--- src/rtl/cda_pkg.sv ---
// package for the complement and decimal adjust alu block
// Operation
// - in-place invert: byte inverted, written back, zero flag updated
// - inverse goes to accumulator, memory kept, zero flag updated
// - low nibble above 9 or half carry set adds 6, else unchanged
// - high nibble above 9, carry set, or high nibble 9 with low nibble above 9 adds 6, else unchanged
// - adjust adds exactly 00h, 06h, 60h or 66h to the accumulator
// - decimal adjust result goes to addressed memory, not accumulator
// - decimal adjust touches only carry; set when the accumulator before adjust passes 99 or carry was already set
package cda_pkg;
    localparam int DATA_W = 8;
    localparam int ADDR_W = 8;
    localparam int NIB_LO = 0;
    localparam int NIB_HI = 4;
    localparam logic [3:0] NIB_MAX = 4'h9;
    localparam logic [7:0] ADJ_NONE = 8'h00;
    localparam logic [7:0] ADJ_LO = 8'h06;
    localparam logic [7:0] ADJ_HI = 8'h60;
    localparam logic [7:0] ADJ_BOTH = 8'h66;

    typedef enum logic [1:0] {
        CDA_OP_INVERT_MEMORY_IN_PLACE = 2'b00,
        CDA_OP_INVERT_MEMORY_TO_WORKING = 2'b01,
        CDA_OP_DECIMAL_ADJUST_TO_MEMORY = 2'b10,
        CDA_OP_NONE = 2'b11
    } cda_op_e;

    typedef struct packed {
        logic zero_flag;
        logic half_carry_flag;
        logic carry_flag;
    } cda_flags_s;

    typedef struct packed {
        logic valid;
        cda_op_e op;
        logic [ADDR_W-1:0] addr;
        logic [DATA_W-1:0] mem_data;
        logic [DATA_W-1:0] acc;
        cda_flags_s flags;
    } cda_req_s;

    typedef struct packed {
        logic mem_we;
        logic [ADDR_W-1:0] mem_addr;
        logic [DATA_W-1:0] mem_wdata;
        logic acc_we;
        logic [DATA_W-1:0] acc_wdata;
        logic zero_we;
        logic carry_we;
        cda_flags_s flags;
    } cda_res_s;
endpackage

--- src/rtl/cda_adjust.sv ---
// decimal correction term and carry for the decimal adjust operation
`timescale 1ns/100ps
`default_nettype none
module cda_adjust
    import cda_pkg::*;
(
    input wire logic [DATA_W-1:0] acc_in,
    input wire logic half_carry_in,
    input wire logic carry_in,
    output logic [DATA_W-1:0] result_out,
    output logic carry_out
);
    wire logic [3:0] lo_nib = acc_in[NIB_LO +: 4];
    wire logic [3:0] hi_nib = acc_in[NIB_HI +: 4];
    wire logic fix_lo = (lo_nib > NIB_MAX) || half_carry_in;
    // the low fix can ripple a 9 up to 10, so the high test uses that case
    wire logic lo_ripple = fix_lo && (lo_nib > NIB_MAX) && (hi_nib == NIB_MAX);
    wire logic fix_hi = (hi_nib > NIB_MAX) || carry_in || lo_ripple;
    wire logic [7:0] adj = fix_hi ? (fix_lo ? ADJ_BOTH : ADJ_HI)
                                  : (fix_lo ? ADJ_LO : ADJ_NONE);
    wire logic [8:0] sum = {1'b0, acc_in} + {1'b0, adj};
    assign result_out = sum[7:0];
    assign carry_out = carry_in || sum[8] || fix_hi;
endmodule
`default_nettype wire

--- src/rtl/cda_alu.sv ---
// complement and decimal adjust alu datapath stage
`timescale 1ns/100ps
`default_nettype none
module cda_alu
    import cda_pkg::*;
(
    input wire logic clk_sys_in,
    input wire logic rst_in,
    input wire cda_req_s req_in,
    output cda_res_s res_out,
    output logic res_valid_out
);
    ////////////////////////////////////////////////////////////////////////
    // operation decode
    // one function serves all three selects so they stay mutually exclusive
    function automatic logic op_hit(input cda_req_s r, input cda_op_e o);
        return r.valid && (r.op == o);
    endfunction

    wire logic is_inv_mem = op_hit(req_in, CDA_OP_INVERT_MEMORY_IN_PLACE);
    wire logic is_inv_acc = op_hit(req_in, CDA_OP_INVERT_MEMORY_TO_WORKING);
    wire logic is_adjust = op_hit(req_in, CDA_OP_DECIMAL_ADJUST_TO_MEMORY);
    // the none code and an idle request take nothing and write nothing
    wire logic is_taken = is_inv_mem || is_inv_acc || is_adjust;

    ////////////////////////////////////////////////////////////////////////
    // bitwise inverse, one cell per data bit
    wire logic [DATA_W-1:0] inverted;
    for (genvar b = 0; b < DATA_W; b++) begin : g_inv
        assign inverted[b] = ~req_in.mem_data[b];
    end
    // zero test shared by both invert forms
    wire logic inv_zero = (inverted == '0);

    ////////////////////////////////////////////////////////////////////////
    // decimal correction sits in its own module so it can be checked alone
    wire logic [DATA_W-1:0] adj_result;
    wire logic adj_carry;

    cda_adjust cda_adjust_inst (
        .acc_in(req_in.acc),
        .half_carry_in(req_in.flags.half_carry_flag),
        .carry_in(req_in.flags.carry_flag),
        .result_out(adj_result),
        .carry_out(adj_carry)
    );

    ////////////////////////////////////////////////////////////////////////
    // result selection; flags pass through so the caller may write them all
    // back, but only fields with their enable high are meant to change
    cda_res_s res_nxt;
    always_comb begin
        res_nxt = '0;
        res_nxt.mem_addr = req_in.addr;
        res_nxt.flags = req_in.flags;
        case (1'b1)
            is_inv_mem: begin
                res_nxt.mem_we = 1'b1;
                res_nxt.mem_wdata = inverted;
                res_nxt.zero_we = 1'b1;
                res_nxt.flags.zero_flag = inv_zero;
            end
            is_inv_acc: begin
                res_nxt.acc_we = 1'b1;
                res_nxt.acc_wdata = inverted;
                res_nxt.zero_we = 1'b1;
                res_nxt.flags.zero_flag = inv_zero;
            end
            is_adjust: begin
                res_nxt.mem_we = 1'b1;
                res_nxt.mem_wdata = adj_result;
                res_nxt.carry_we = 1'b1;
                res_nxt.flags.carry_flag = adj_carry;
            end
            default: begin
                res_nxt.mem_we = 1'b0;
            end
        endcase
    end

    ////////////////////////////////////////////////////////////////////////
    // one registered stage; results land the cycle after the request
    // the caller must consume res_out in that cycle: it is not held
    // reset clears every enable so nothing is written while the core restarts
    cda_res_s res_r;
    logic valid_r;
    always_ff @(posedge clk_sys_in) begin
        if (rst_in) begin
            res_r <= '0;
            valid_r <= 1'b0;
        end else begin
            res_r <= res_nxt;
            valid_r <= is_taken;
        end
    end
    assign res_out = res_r;
    assign res_valid_out = valid_r;
endmodule
`default_nettype wire

--- config.mk ---
export PLATFORM = sky130hd
export DESIGN_NAME = cda_alu
export DESIGN_NICKNAME = d
export VERILOG_FILES = /design/src/rtl/cda_pkg.sv /design/src/rtl/cda_adjust.sv /design/src/rtl/cda_alu.sv
export SDC_FILE = /design/constraint.sdc
export NUM_CORES = 1
export LEC_CHECK = 0
export ABC_AREA = 1
export BUFFER_PORTS_ARGS = -buffer_cell sky130_fd_sc_hd__buf_2
export CORE_MARGIN = 2
export CORE_UTILIZATION = 50
export CTS_BUF_LIST = sky130_fd_sc_hd__clkbuf_4 sky130_fd_sc_hd__clkbuf_8
export DETAILED_ROUTE_END_ITERATION = 7
export PLACE_DENSITY_LB_ADDON = 0.2
export SYNTH_ARGS = -nofsm -noshare
export SYNTH_HDL_FRONTEND = slang
export SYNTH_SLANG_ARGS = --single-unit
--- constraint.sdc ---
create_clock -name clk_sys_in -period 2.65 [get_ports clk_sys_in]
set_input_delay 0.3975 -clock clk_sys_in [delete_from_list [all_inputs] [get_ports clk_sys_in]]
set_output_delay 0.3975 -clock clk_sys_in [all_outputs]
set_load 0.01 [all_outputs]
### Word-level counts from Yosys, hierarchy flattened

Index checks and enable logic that the tools add are counted.

| cells by class | value |
|---|---|
| multiply operators | 0 |
| equal/unequal tests | 3 |
| $lt $le $gt $ge | 2 |
| bitwise gates (word level) | 9 |
| reduce and logical (&&, ||, !) cells | 16 |
| div/mod/pow operators | 0 |
| add/subtract/negate cells | 1 |
| mux-type cells | 17 |
| shift-type cells | 0 |

Operators with widths:

| cell | number |
|---|---|
| two-way mux 8 bit | 4 |
| two-way mux 1 bit | 10 |
| adder 8 x 8 -> 9 bit | 1 |
| two-way mux 9 bit | 1 |
| inverter 1 bit | 9 |
| > comparator 4 bit (second input constant) | 2 |
| zero test 8 bit | 1 |
| logical OR 1 bit | 7 |
| two-way mux 3 bit | 2 |
| logical AND 1 bit | 5 |
| equality test 4 bit (second input constant) | 1 |
| OR reduction 3 bit | 1 |
| equality test 2 x 1 -> 1 bit (second input constant) | 1 |
| equality test 2 bit (second input constant) | 1 |
| zero test 2 bit | 1 |
| OR reduction 2 bit | 1 |

| word-level totals | value |
|---|---|
| input port bits | 32 |
| memory bits (writable) | 0 |
| memories | 0 |
| output and inout bits | 32 |
| bits in latches | 0 |
| ROM bits | 0 |
| word-level logic and storage cells | 59 |
| register bits after elaboration | 32 |

### Logic depth before layout (Yosys ltp)

| logic depth | value |
|---|---|
| depth in word-level cells | 12 |
| gate-level depth with buffers | 13 |
| gate-level depth less buffers | 13 |

### Cells and area by module

Synthesis repeated with hierarchy kept, for this count alone.

| second synthesis, totals | value |
|---|---|
| cells, all modules | 171 |
| area total of the unflattened synthesis | 1,292.5 um^2 |

By module, submodules not included:

| module | cells each | instances | seq. area each (um^2) | area each (um^2) |
|---|---|---|---|---|
| cda_alu | 122 | 1 | 640.6 | 1,019.7 |
| cda_adjust | 49 | 1 | 0.0 | 272.8 |

### Worst setup path after synthesis

Ideal clock, no wire load.

| timing | value |
|---|---|
| kind | input -> register |
| from | input port req_in[6] (netlist bit) |
| to | register res_r (netlist bit res_out[21]) |
| library setup time | 0.115 ns |
| stages | 13 |
| data required time | 2.535 ns |
| path buffers | 0 |
| setup slack | 0.896 ns |
| arrival time | 1.639 ns |
| cell sequence | inv_1 -> nor2_1 -> nor2_1 -> inv_1 -> ha_1 -> inv_1 -> fa_1 -> inv_1 -> nand4_1 -> nand2_1 -> nand2_1 -> nand2_1 -> o21ai_2 |

| between the ends | value |
|---|---|
| word-level cells in the longest chain between the ends | 10 |
| elaborated cells between the ends (all ways) | 12 |
| those cells by class | 1 x add/sub; 1 x order compare; 6 x mux; 4 x reduce/logical |

Ends and longest elaborated chain:

| what | line | text |
|---|---|---|
| start: declaration | cda_alu.sv:9 | `input wire cda_req_s req_in,` |
| > comparator 4 bit | cda_adjust.sv:15, cda_adjust.sv:17 |  |
| logical OR 1 bit | cda_adjust.sv:15 | `wire logic fix_lo = (lo_nib > NIB_MAX) \|\| half_carry_in;` |
| logical AND 1 bit (2 in a row) | cda_adjust.sv:17 | `wire logic lo_ripple = fix_lo && (lo_nib > NIB_MAX) && (hi_nib == NIB_MAX);` |
| logical OR 1 bit | cda_adjust.sv:18 | `wire logic fix_hi = (hi_nib > NIB_MAX) \|\| carry_in \|\| lo_ripple;` |
| two-way mux 8 bit | cda_adjust.sv:19 | `wire logic [7:0] adj = fix_hi ? (fix_lo ? ADJ_BOTH : ADJ_HI)` |
| adder 8 x 8 -> 9 bit (*) | cda_adjust.sv:21 | `wire logic [8:0] sum = {1'b0, acc_in} + {1'b0, adj};` |
| two-way mux 8 bit (*) (3 in a row) | cda_alu.sv:56 | `case (1'b1)` |
| end signal: assignment | cda_alu.sv:92 | `res_r <= res_nxt;` |
| end: declaration | cda_alu.sv:85 | `cda_res_s res_r;` |

Mark *: on every way between the ends. The rest lies on a longest branch, timed or not.
A chain may end at the register's enable or synchronous reset.

### Worst setup path in the final report

Same ends and word-level chain as after synthesis.

==> results.json <==
{
  "core_area_um2": 2455,
  "insertedDiodeCount": 0,
  "grt_max_degree": 19,
  "cts_hold_buf": 0,
  "grt_pass1_wl_um": 4347,
  "status": "finished clean",
  "critPathArrivalTime_ns": 1.95,
  "drive_gt1_share_pct": 35.40,
  "synth_cells": 158,
  "slowest_stage": "fa_1",
  "syn2layout_area_growth_pct": 30.70,
  "synth_nets": 195,
  "ant_nets": 0,
  "crit_fanout": 5,
  "power.density_nw_per_um2": 534.7,
  "die_area_um2": 2989,
  "finalHoldViolCount": 0,
  "slowest_delay_ns": 0.41,
  "crit_buf_inv": 5,
  "synth.top_cell.area_share_pct": 49.90,
  "stdcell_area_um2": 1678,
  "wl_per_cell_um": 10.81,
  "postCtsSetupRepairBufs": 0,
  "numCtsBuffers": 5,
  "htreeDepth": 2,
  "dp_hpwl_um": 2254,
  "max_freq_mhz": 572.9,
  "dr.pass1.iters": 5,
  "gp_congestion": 0.8329,
  "detail_route.drc_violations": 0,
  "placed_cell_area_um2": 1628,
  "ctsResizeCount": 0,
  "tritoncts": "yes",
  "vias": 1209,
  "yosysUniqueCellTypes": 25,
  "ir_drop_mv": 0.3566,
  "rsz0062_at_grt": "false",
  "grt_use_total_pct": 20.56,
  "period_needed_ns": 1.746,
  "worstPathCellList": "buf_2 > inv_1 > nor2_1 > nor2_1 > inv_1 > ha_1 > inv_1 > fa_1 > inv_1 > nand4_1 > nand2_1 > nand2_1 > nand2_1 > o21ai_2",
  "die_h_um": 54.67,
  "ys_ff_latch": 32,
  "setup_tns_ns": 0,
  "yosys-top-cells-area": "dfxtp_1 (50%), inv_1 (9.1%), nor2_1 (9.1%)",
  "drv_slew": 0,
  "grt_antenna_before_repair": 0,
  "setup_viol": 0,
  "viasPerCell": 4.723,
  "critical_path_required_ns": 2.86,
  "postSynthAreaPerCell_um2": 8.125,
  "rows": 18,
  "cts_buffer_depth": 2,
  "synth_area_um2": 1284,
  "leakagePower_nw": 0.9654,
  "post-route-period-util_pct": 65.87,
  "crit_path_start_kind": "primary input",
  "port_buffers": 63,
  "maxCapViolations": 0,
  "die_w_um": 54.67,
  "slew_headroom_pct": 73.07,
  "pre_cts_slack_ns": 0.5648,
  "drt_iter0_markers": 27,
  "critPathKind": "primary input to flop",
  "grt.overflow.total": 0,
  "yosysTopAreaCell": "dfxtp_1",
  "setup_ws_ns": 0.9044,
  "fin_util_pct": 68.35,
  "crit_path_frequent_cell": "inv_1",
  "cp-end-kind": "flop",
  "cts_root_buffer": "clkbuf_4",
  "cts.sinks": 32,
  "grt_pass1_vias": 1106,
  "initial_core_util_pct": 52.29,
  "ys_warn_count": 0,
  "ioPinCount": 64,
  "clkTransAtPathRegs_ns": 0.09,
  "crit_family": "adder cells",
  "seq_area_frac_synth_pct": 49.90,
  "nets": 263,
  "wl_um": 2767,
  "hold_class": "primary input to flop",
  "worstMarginPinSlew_ns": 0.4039
}
area by class of cell:
type | count | area, µm²
Inverter | 32 | 120.1
Sequential cell | 32 | 640.6
Timing Repair Buffer | 63 | 315.3
Tap cell | 30 | 37.54
Clock buffer | 6 | 45.04
Fill cell | 228 | 777.0
Clock inverter | 1 | 5.005
Multi-Input combinational cell | 92 | 514.2
state kept, by name, indices dropped and copies added, names as in the netlist:
signal	count
res_valid_out	1
res_out	31
power breakdown:
group / internal, W / leakage [nW] / switching (W)
Combinational: 0.0000589 / 0.671 / 0.0000846
Clock: 0.000108 / 0.0315 / 0.000143
Sequential: 0.000499 / 0.263 / 0.00000367
Total: 0.000666 / 0.965 / 0.000231
cells in the mapped netlist, drive strengths merged:
library cell  instances
o22ai                 2
inv                  32
nand3b                1
or3                   1
xor2                  2
clkbuf                1
o21ai                 6
o41ai                 2
nand2                24
nand4                 2
nor3                  1
nand3                 7
nor2                 33
buf                   1
dfxtp                32
ha                    4
fa                    1
a21oi                 6
per-stage QoR:
stage               std cells  hold slack [ns]  total power, W
floorplan                 158           0.4699       0.0005942
global placement          249           0.5902       0.0006536
detailed placement        249           0.5862       0.0006582
CTS                       256           0.2509       0.0009081
global route              256           0.2428       0.0009560
finish                    256           0.2696       0.0008971
cells in the final DEF (no fill, tap or decap):
cell type | netlist | final
fa_1 | 1 | 1
nand2_1 | 23 | 23
inv_2 | 1 | 1
dfxtp_1 | 32 | 32
nand3_4 | 1 | 1
clkinv_2 | 0 | 1
nor2_2 | 1 | 1
nor2_4 | 1 | 1
clkbuf_4 | 0 | 6
nor3_4 | 1 | 1
o41ai_1 | 2 | 2
o21ai_2 | 2 | 2
nand3_1 | 6 | 6
nand4_1 | 2 | 2
o21ai_1 | 1 | 1
or3_1 | 1 | 1
inv_1 | 31 | 31
ha_1 | 4 | 4
a21oi_1 | 6 | 6
xor2_1 | 2 | 2
o21ai_0 | 3 | 3
nand2_2 | 1 | 1
o22ai_2 | 2 | 2
nor2_1 | 31 | 31
buf_2 | 1 | 63
nand3b_1 | 1 | 1
layer usage:
layer	vias up	routed length (µm)	global-route usage, %	share of wire (%)
li1	623	-	-	-
met1	532	1046	20.91	38
met2	50	1512	36.90	55
met3	4	166	6.011	6.0
met4	0	41	11.67	1.5
met5	-	0	0	0
logic make-up after synthesis:
logic type                 count (synthesis)  share of synthesized area [%]
and+or+nand+nor                           69                          24.66
adders and majority gates                  5                          5.458
buffers and inverters                     34                          10.04
DFF                                       32                          49.90
xor gates and xnor gates                   2                          1.365
AOI/OAI and AO/OA                         16                          8.577
worst paths after layout:
check                  start  cells after the start                      to  slack, ns
hold / removal    req_in[13]                      2   res_out[7]$_SDFF_PP0_       0.27
setup / recovery   req_in[6]                     14  res_out[21]$_SDFF_PP0_       0.90
Power figures use the tool's default switching activity.
